==> config.mk <==
export PLATFORM = sky130hd
export DESIGN_NAME = dual_timer_counter
export DESIGN_NICKNAME = d
export VERILOG_FILES = /design/src/core/timer_pkg.sv /design/src/core/dual_timer_counter.sv
export SDC_FILE = /design/constraint.sdc
export NUM_CORES = 1
export LEC_CHECK = 0
export ABC_AREA = 1
export BUFFER_PORTS_ARGS = -buffer_cell sky130_fd_sc_hd__buf_2
export CORE_UTILIZATION = 30
export DETAILED_ROUTE_END_ITERATION = 12
export PLACE_DENSITY = 0.44
export SLEW_MARGIN = 20
export SYNTH_ARGS = -nofsm -noshare
export SYNTH_HDL_FRONTEND = slang
export SYNTH_SLANG_ARGS = --single-unit
==> constraint.sdc <==
create_clock -name clk_in -period 5.7 [get_ports clk_in]
set_input_delay 1.14 -clock clk_in [delete_from_list [all_inputs] [get_ports clk_in]]
set_output_delay 1.14 -clock clk_in [all_outputs]
set_load 0.02 [all_outputs]
==> src/core/timer_pkg.sv <==
// Shared constants, field positions and types for the dual timer/counter
package timer_pkg;

  // Register offsets on the register port
  localparam logic [7:0] ADDR_CTRL = 8'h88;
  localparam logic [7:0] ADDR_MODE = 8'h89;
  localparam logic [7:0] ADDR_TL0  = 8'h8A;
  localparam logic [7:0] ADDR_TL1  = 8'h8B;
  localparam logic [7:0] ADDR_TH0  = 8'h8C;
  localparam logic [7:0] ADDR_TH1  = 8'h8D;

  // Control register bit positions
  localparam int CTRL_OVF_T1 = 7;
  localparam int CTRL_RUN_T1 = 6;
  localparam int CTRL_OVF_T0 = 5;
  localparam int CTRL_RUN_T0 = 4;
  localparam int CTRL_EDGE_B = 3;
  localparam int CTRL_TYPE_B = 2;
  localparam int CTRL_EDGE_A = 1;
  localparam int CTRL_TYPE_A = 0;

  // Mode register nibble placement and fields inside a nibble
  localparam int MODE_T1_LSB = 4;
  localparam int MODE_T0_LSB = 0;
  localparam int NIB_GATE    = 3;
  localparam int NIB_SEL     = 2;
  localparam int NIB_MODE_HI = 1;
  localparam int NIB_MODE_LO = 0;

  // Reset values
  localparam logic [7:0] CTRL_RESET  = 8'h00;
  localparam logic [7:0] MODE_RESET  = 8'h00;
  localparam logic [7:0] COUNT_RESET = 8'h00;
  localparam logic [7:0] READ_ZERO   = 8'h00;

  // Machine cycle length in processor clocks
  localparam int         MC_DIV   = 12;
  localparam int         MC_W     = 4;
  localparam logic [3:0] MC_LAST  = 4'(MC_DIV - 1);
  localparam logic [3:0] MC_FIRST = 4'h0;

  // Operating modes of one timer
  typedef enum logic [1:0] {
    MODE_13BIT  = 2'b00,
    MODE_16BIT  = 2'b01,
    MODE_RELOAD = 2'b10,
    MODE_SPLIT  = 2'b11
  } timer_mode_t;

endpackage

==> src/core/dual_timer_counter.sv <==
// Two 16-bit timer/counters with four modes and a byte register port
// Functional notes
// - Timer operation counts once per twelve clocks
// - Counter operation counts external input falling edges
// - Edge detection spans two machine cycles
// - Mode nibbles: gate, select, two-bit mode
// - Modes: 13-bit, 16-bit, reload, split
// - Count while run and (no gate or gate high)
// - Mode 0 is 8-bit count after divide-by-32
// - Mode 0 uses high byte plus low five bits
// - Wrap to zero sets overflow flag
// - Run bit never alters count registers
// - Mode 1 uses all sixteen bits
// - Reload mode: low byte reloads from high
// - Timer 1 in mode 3 holds count
// - Timer 0 split low byte uses own controls
// - Split high byte: cycles, timer 1 run, flag
// - Timer 1 still counts, pulses while timer 0 split
// - Flags set by hardware, cleared by software or service
// - Control upper nibble: flags and run bits
// - Control lower nibble: external interrupt bits
// - Mode and control registers reset to zero
`timescale 1ns/1ps

module dual_timer_counter
  import timer_pkg::*;
(
  // Clock, reset, enable
  input  wire logic       clk_in,
  input  wire logic       rstn_in,
  input  wire logic       ce_in,
  // Register port
  input  wire logic [7:0] addr_in,
  input  wire logic [7:0] wdata_in,
  input  wire logic       wr_in,
  input  wire logic       rd_in,
  output logic      [7:0] rdata_out,
  // External count and gate inputs
  input  wire logic       count_input_a_in,
  input  wire logic       count_input_b_in,
  input  wire logic       gate_input_a_in,
  input  wire logic       gate_input_b_in,
  // Interrupt service acknowledges and edge flag sets
  input  wire logic       service_t0_in,
  input  wire logic       service_t1_in,
  input  wire logic       ext_irq_a_set_in,
  input  wire logic       ext_irq_b_set_in,
  // Flags, interrupt type bits and overflow events
  output logic            overflow_flag_t0_out,
  output logic            overflow_flag_t1_out,
  output logic            ext_irq_a_edge_flag_out,
  output logic            ext_irq_b_edge_flag_out,
  output logic            ext_irq_a_type_out,
  output logic            ext_irq_b_type_out,
  output logic            baud_tick_out
);

  // Architectural registers
  logic [7:0]      timer_control_reg;
  logic [7:0]      timer_mode_reg;
  logic [7:0]      count_low_t0;
  logic [7:0]      count_high_t0;
  logic [7:0]      count_low_t1;
  logic [7:0]      count_high_t1;

  // Machine cycle prescaler
  logic [MC_W-1:0] mc_count;
  logic            mc_tick;

  // Count input samples, taken once per machine cycle
  logic            samp_a;
  logic            prev_a;
  logic            samp_b;
  logic            prev_b;
  logic            fall_a;
  logic            fall_b;

  // Register port decode
  logic            wr_ctrl;
  logic            wr_mode;
  logic            wr_tl0;
  logic            wr_th0;
  logic            wr_tl1;
  logic            wr_th1;
  logic [7:0]      read_mux;

  // Per-timer mode fields and run bits
  logic            gate_t0;
  logic            sel_t0;
  timer_mode_t     mode_t0;
  logic            gate_t1;
  logic            sel_t1;
  timer_mode_t     mode_t1;
  logic            run_t0;
  logic            run_t1;

  // Count enables and next counts
  logic            inc_t0;
  logic            inc_t1;
  logic            inc_split_hi;
  logic [16:0]     step_t0;
  logic [16:0]     step_t1;
  logic [8:0]      split_hi_sum;
  logic            ovf_t0;
  logic            ovf_t1_count;
  logic            ovf_split_hi;
  logic            set_flag_t0;
  logic            set_flag_t1;
  logic [7:0]      next_low_t0;
  logic [7:0]      next_high_t0;
  logic [7:0]      next_low_t1;
  logic [7:0]      next_high_t1;
  logic [7:0]      next_ctrl;

  // One count step for modes 0, 1 and 2; returns {overflow, high, low}
  function automatic logic [16:0] count_step(
    input timer_mode_t m,
    input logic [7:0]  lo,
    input logic [7:0]  hi,
    input logic        inc
  );
    logic [5:0]  lo5;
    logic [8:0]  hi9;
    logic [16:0] sum;
    logic [16:0] res;
    lo5 = 6'h00;
    hi9 = 9'h000;
    sum = 17'h00000;
    res = {1'b0, hi, lo};
    if (inc) begin
      unique case (m)
        MODE_13BIT: begin
          // Low five bits act as the prescaler feeding the high byte
          lo5 = {1'b0, lo[4:0]} + 6'h01;
          hi9 = {1'b0, hi} + {8'h00, lo5[5]};
          res = {hi9[8], hi9[7:0], lo[7:5], lo5[4:0]};
        end
        MODE_16BIT: begin
          sum = {1'b0, hi, lo} + 17'h00001;
          res = sum;
        end
        MODE_RELOAD: begin
          // Only the low byte counts; overflow reloads it from high
          if (&lo) begin
            res = {1'b1, hi, hi};
          end else begin
            res = {1'b0, hi, lo + 8'h01};
          end
        end
        MODE_SPLIT: begin
          res = {1'b0, hi, lo};
        end
      endcase
    end
    return res;
  endfunction

  // Machine cycle prescaler: one tick every twelve clocks
  always_ff @(posedge clk_in) begin
    if (!rstn_in) begin
      mc_count <= MC_FIRST;
    end else if (ce_in) begin
      mc_count <= (mc_count == MC_LAST) ? MC_FIRST : mc_count + 4'h1;
    end
  end

  assign mc_tick = ce_in && (mc_count == MC_LAST);

  // Sample count inputs once per machine cycle
  always_ff @(posedge clk_in) begin
    if (!rstn_in) begin
      samp_a <= 1'b0;
      prev_a <= 1'b0;
      samp_b <= 1'b0;
      prev_b <= 1'b0;
    end else if (mc_tick) begin
      samp_a <= count_input_a_in;
      prev_a <= samp_a;
      samp_b <= count_input_b_in;
      prev_b <= samp_b;
    end
  end

  // A fall is a 1 sample followed by a 0 sample, counted a cycle later
  assign fall_a = prev_a & ~samp_a;
  assign fall_b = prev_b & ~samp_b;

  // Mode register fields and control run bits per timer
  assign gate_t0 = timer_mode_reg[MODE_T0_LSB + NIB_GATE];
  assign sel_t0  = timer_mode_reg[MODE_T0_LSB + NIB_SEL];
  assign mode_t0 = timer_mode_t'(timer_mode_reg[MODE_T0_LSB +: 2]);
  assign gate_t1 = timer_mode_reg[MODE_T1_LSB + NIB_GATE];
  assign sel_t1  = timer_mode_reg[MODE_T1_LSB + NIB_SEL];
  assign mode_t1 = timer_mode_t'(timer_mode_reg[MODE_T1_LSB +: 2]);
  assign run_t0  = timer_control_reg[CTRL_RUN_T0];
  assign run_t1  = timer_control_reg[CTRL_RUN_T1];

  // Count enables: run bit, optional gate, cycle or falling edge
  assign inc_t0 = mc_tick && run_t0 && (!gate_t0 || gate_input_a_in)
                  && (sel_t0 ? fall_a : 1'b1);
  assign inc_t1 = mc_tick && run_t1 && (!gate_t1 || gate_input_b_in)
                  && (sel_t1 ? fall_b : 1'b1)
                  && (mode_t0 != MODE_SPLIT);
  // Timer 1 keeps counting while timer 0's high byte counts cycles on timer 1's run bit
  assign inc_split_hi = mc_tick && run_t1 && (mode_t0 == MODE_SPLIT);

  // Next counts of both timers
  assign step_t0 = (mode_t0 == MODE_SPLIT)
                   ? {&count_low_t0 & inc_t0, count_high_t0,
                      count_low_t0 + {7'h00, inc_t0}}
                   : count_step(mode_t0, count_low_t0, count_high_t0, inc_t0);
  assign split_hi_sum = {1'b0, count_high_t0} + {8'h00, inc_split_hi};
  assign step_t1 = count_step(mode_t1, count_low_t1, count_high_t1,
                              inc_t1 || (mc_tick && (mode_t0 == MODE_SPLIT)
                                         && (mode_t1 != MODE_SPLIT)
                                         && (sel_t1 ? fall_b : 1'b1)));

  assign ovf_t0       = step_t0[16];
  assign ovf_t1_count = step_t1[16];
  assign ovf_split_hi = split_hi_sum[8] && (mode_t0 == MODE_SPLIT);

  // Flag sources; in split mode timer 1 no longer owns its flag
  assign set_flag_t0 = ovf_t0;
  assign set_flag_t1 = (mode_t0 == MODE_SPLIT) ? ovf_split_hi : ovf_t1_count;

  // Register port write decode
  assign wr_ctrl = wr_in && (addr_in == ADDR_CTRL);
  assign wr_mode = wr_in && (addr_in == ADDR_MODE);
  assign wr_tl0  = wr_in && (addr_in == ADDR_TL0);
  assign wr_th0  = wr_in && (addr_in == ADDR_TH0);
  assign wr_tl1  = wr_in && (addr_in == ADDR_TL1);
  assign wr_th1  = wr_in && (addr_in == ADDR_TH1);

  // Count bytes: a software write replaces the hardware step
  assign next_low_t0  = wr_tl0 ? wdata_in : step_t0[7:0];
  assign next_high_t0 = wr_th0 ? wdata_in
                      : (mode_t0 == MODE_SPLIT) ? split_hi_sum[7:0]
                      : step_t0[15:8];
  assign next_low_t1  = wr_tl1 ? wdata_in : step_t1[7:0];
  assign next_high_t1 = wr_th1 ? wdata_in : step_t1[15:8];

  // Control register: hardware set beats software clear and service
  always_comb begin
    next_ctrl = wr_ctrl ? wdata_in : timer_control_reg;
    if (service_t0_in) begin
      next_ctrl[CTRL_OVF_T0] = 1'b0;
    end
    if (service_t1_in) begin
      next_ctrl[CTRL_OVF_T1] = 1'b0;
    end
    if (set_flag_t0) begin
      next_ctrl[CTRL_OVF_T0] = 1'b1;
    end
    if (set_flag_t1) begin
      next_ctrl[CTRL_OVF_T1] = 1'b1;
    end
    if (ext_irq_a_set_in) begin
      next_ctrl[CTRL_EDGE_A] = 1'b1;
    end
    if (ext_irq_b_set_in) begin
      next_ctrl[CTRL_EDGE_B] = 1'b1;
    end
  end

  // Control and mode registers
  always_ff @(posedge clk_in) begin
    if (!rstn_in) begin
      timer_control_reg <= CTRL_RESET;
      timer_mode_reg    <= MODE_RESET;
    end else if (ce_in) begin
      timer_control_reg <= next_ctrl;
      if (wr_mode) begin
        timer_mode_reg <= wdata_in;
      end
    end
  end

  // Count registers
  always_ff @(posedge clk_in) begin
    if (!rstn_in) begin
      count_low_t0  <= COUNT_RESET;
      count_high_t0 <= COUNT_RESET;
      count_low_t1  <= COUNT_RESET;
      count_high_t1 <= COUNT_RESET;
    end else if (ce_in) begin
      count_low_t0  <= next_low_t0;
      count_high_t0 <= next_high_t0;
      count_low_t1  <= next_low_t1;
      count_high_t1 <= next_high_t1;
    end
  end

  // Read selection; unmapped addresses read zero
  assign read_mux = (addr_in == ADDR_CTRL) ? timer_control_reg
                  : (addr_in == ADDR_MODE) ? timer_mode_reg
                  : (addr_in == ADDR_TL0)  ? count_low_t0
                  : (addr_in == ADDR_TH0)  ? count_high_t0
                  : (addr_in == ADDR_TL1)  ? count_low_t1
                  : (addr_in == ADDR_TH1)  ? count_high_t1
                  : READ_ZERO;

  // Read data and baud event, both registered
  always_ff @(posedge clk_in) begin
    if (!rstn_in) begin
      rdata_out     <= READ_ZERO;
      baud_tick_out <= 1'b0;
    end else if (ce_in) begin
      if (rd_in) begin
        rdata_out <= read_mux;
      end
      baud_tick_out <= ovf_t1_count;
    end
  end

  // Flag and type outputs straight from the control register
  assign overflow_flag_t0_out    = timer_control_reg[CTRL_OVF_T0];
  assign overflow_flag_t1_out    = timer_control_reg[CTRL_OVF_T1];
  assign ext_irq_a_edge_flag_out = timer_control_reg[CTRL_EDGE_A];
  assign ext_irq_b_edge_flag_out = timer_control_reg[CTRL_EDGE_B];
  assign ext_irq_a_type_out      = timer_control_reg[CTRL_TYPE_A];
  assign ext_irq_b_type_out      = timer_control_reg[CTRL_TYPE_B];

endmodule

==> flow_summary.json <==
{
  "vias": 6032,
  "yosys_most_used_dff": "dfxtp_1",
  "critPathArrivalTime_ns": 3.58,
  "min_delay_path_depth": 2,
  "met1_length_um": 10590,
  "worst_pin_slew_ns": 0.6498,
  "cts_made_buffers": 9,
  "drt-initial-drc-count": 534,
  "ys_seq_elements": 65,
  "ant_nets": 0,
  "wl_met3_um": 1228,
  "netlist_instances": 920,
  "dr.pass1.iters": 5,
  "die_w_um": 135.6,
  "timing.hold.ws_ns": 0.4533,
  "ys_warn_count": 0,
  "cp_max_fo": 21,
  "grt_first_pass_wirelength_um": 32120,
  "cts_tree": "done",
  "wl_met2_um": 8687,
  "max_freq_mhz": 302.8,
  "synth.avg_cell_area_um2": 5.819,
  "final_common_cell": "nand2_1",
  "clock_latency_ns": 0.36,
  "crit_type": "in -> reg",
  "layout_worst_path_cycle_share": 0.5794,
  "die_h_um": 135.6,
  "clk_path_buf_depth": 2,
  "finalSetupTns_ns": 0,
  "mostFrequentLayoutCells": "262 x nand2_1, 108 x nor2_1, 98 x inv_1",
  "post_cts_buffers": 0,
  "clkSlewWorstSetupHoldPaths_ns": 0.06,
  "cp_data_required_time_ns": 5.98,
  "cts_resized": 0,
  "finalInstanceArea_um2": 6018,
  "htree_num_levels": 3,
  "grt_max_degree": 34,
  "final_net_count": 992,
  "gp_congestion": 0.8965,
  "vias_per_cell": 5.116,
  "layout_setup_ws_ns": 2.398,
  "rsz0062_at_grt": "no",
  "rrSetupSlack_ns": 3.09,
  "n_fill_cell": 1972,
  "p_per_area_nw_per_um2": 178.2,
  "period_needed_ns": 3.302,
  "antenna_cells": 0,
  "wl_per_cell_um": 17.78,
  "r2r_start": "mc_count[0]",
  "setup_viol": 0,
  "ys_async_sr_fraction": 0,
  "die_area_um2": 18380,
  "min_to": "prev_b",
  "syn_nets": 963,
  "cts.sinks": 65,
  "status": "complete, no violations",
  "hold_class": "reg -> reg",
  "cap_violations": 0,
  "wl_um": 20960,
  "syn_to_final_growth_pct": 12.41,
  "holdCritStartpoint": "prev_b",
  "placed_cell_area_um2": 5738,
  "ctsRootBufferMaster": "clkbuf_16",
  "reg2regPathDepth": 17,
  "layout-drive-gt1-share": 0.1069,
  "ys_types": 43,
  "r2r_end": "count_high_t0[6]",
  "start_util": 0.3085,
  "post-place-ws_ns": 2.092,
  "synth_edf_count": 0,
  "slew_viol_final": 0,
  "grt_pass1_vias": 5465,
  "core_area_um2": 17360,
  "drc": 0,
  "leakagePower_nw": 2.664,
  "fin_worst_skew_ns": 0.01196,
  "slew-limit-headroom": 0.5668,
  "io_pins": 44,
  "synth_area_um2": 5354,
  "grt_util_all_layers": 0.2360,
  "antenna_found_initial": 0,
  "routed.top_layer": "met4",
  "crit_path_end_kind": "flop",
  "hold_viol": 0,
  "grt-ovfl-total": 0,
  "portBuffers": 43,
  "hpwl_um": 16130,
  "seq_area_frac_synth": 0.2430,
  "cts_hold_buf": 0,
  "rows": 48,
  "peakVddDrop_mv": 0.1166,
  "worst_setup_path_start_kind": "input port"
}
==> cell usage after synthesis, drive strengths merged (6+ instances only) <==
cell type,count,area (µm²)
clkbuf,16,63.81
o21ai,76,391.6
a21oi,87,442.9
ha,14,175.2
nand3,82,432.9
xor2,13,113.9
o211ai,6,45.04
nor3,14,97.59
inv,104,390.4
dfxtp,65,1301
a211oi,6,45.04
buf,11,63.81
nand2,276,1081
nor2,116,480.5
nand4,11,75.07
==> cell families after synthesis <==
group	synth area share
flops	0.2430
compound gates	0.1877
xor+xnor	0.02618
buf+inv	0.09838
fa+ha+maj	0.03272
simple gates	0.4120
==> how the worst max path moves through the flow <==
| stage | from | to | slack [ns] | cells past startpoint |
|---|---|---|---|---|
| after floorplan | ce_in | count_high_t0[6] | 2.98 | 16 |
| after global placement | ce_in | count_high_t0[6] | 2.14 | 17 |
| after detailed placement | ce_in | count_high_t0[6] | 2.09 | 17 |
| after CTS | ce_in | count_high_t0[6] | 2.45 | 17 |
| after global routing | ce_in | count_high_t0[6] | 2.07 | 17 |
| final | ce_in | count_high_t0[6] | 2.40 | 17 |
==> stage by stage <==
step | utilization | cells | total power [mW]
detailed placement | 0.3306 | 1163 | 0.5310
global route | 0.3467 | 1179 | 1.103
finish | 0.3467 | 1179 | 1.072
global placement | 0.3306 | 1163 | 0.5316
CTS | 0.3467 | 1179 | 1.082
floorplan | - | 920 | 0.4984
==> layer usage <==
layer,up-vias,GRT usage
li1,3062,-
met1,2748,0.3481
met2,195,0.3407
met3,27,0.03591
met4,0,0.08489
met5,-,0
==> critical path: stages <==
cell and delay, ns:
buf_2 0.38, nand2_2 0.17, nor2_1 0.15, nand2_2 0.15, nor3_1 0.30, ha_1 0.24, ha_1 0.14, inv_1 0.05
nor2_1 0.22, nand2_1 0.10, a21oi_1 0.13, o21ai_0 0.10, nand2_1 0.06, inv_1 0.04, nand2_1 0.05, nand2_1 0.04
a21oi_1 0.12
==> power by group <==
group          switching, mW  leakage [nW]  total [mW]  internal (mW)
registers            0.00262         0.524       0.460          0.457
logic                 0.0465          2.01      0.0613         0.0149
clock network          0.253         0.132       0.551          0.299
total                  0.302          2.66        1.07          0.770
==> cell type report <==
type,instances,area [µm²],area share
Tap cell,225,281.5,0.04678
Inverter,106,399.1,0.06632
Sequential cell,65,1301,0.2162
Timing Repair Buffer,45,230.2,0.03825
Multi-Input combinational cell,722,3526,0.5859
Clock inverter,7,55.05,0.009148
Clock buffer,9,225.2,0.03742
(Power assumes the default switching activity.)
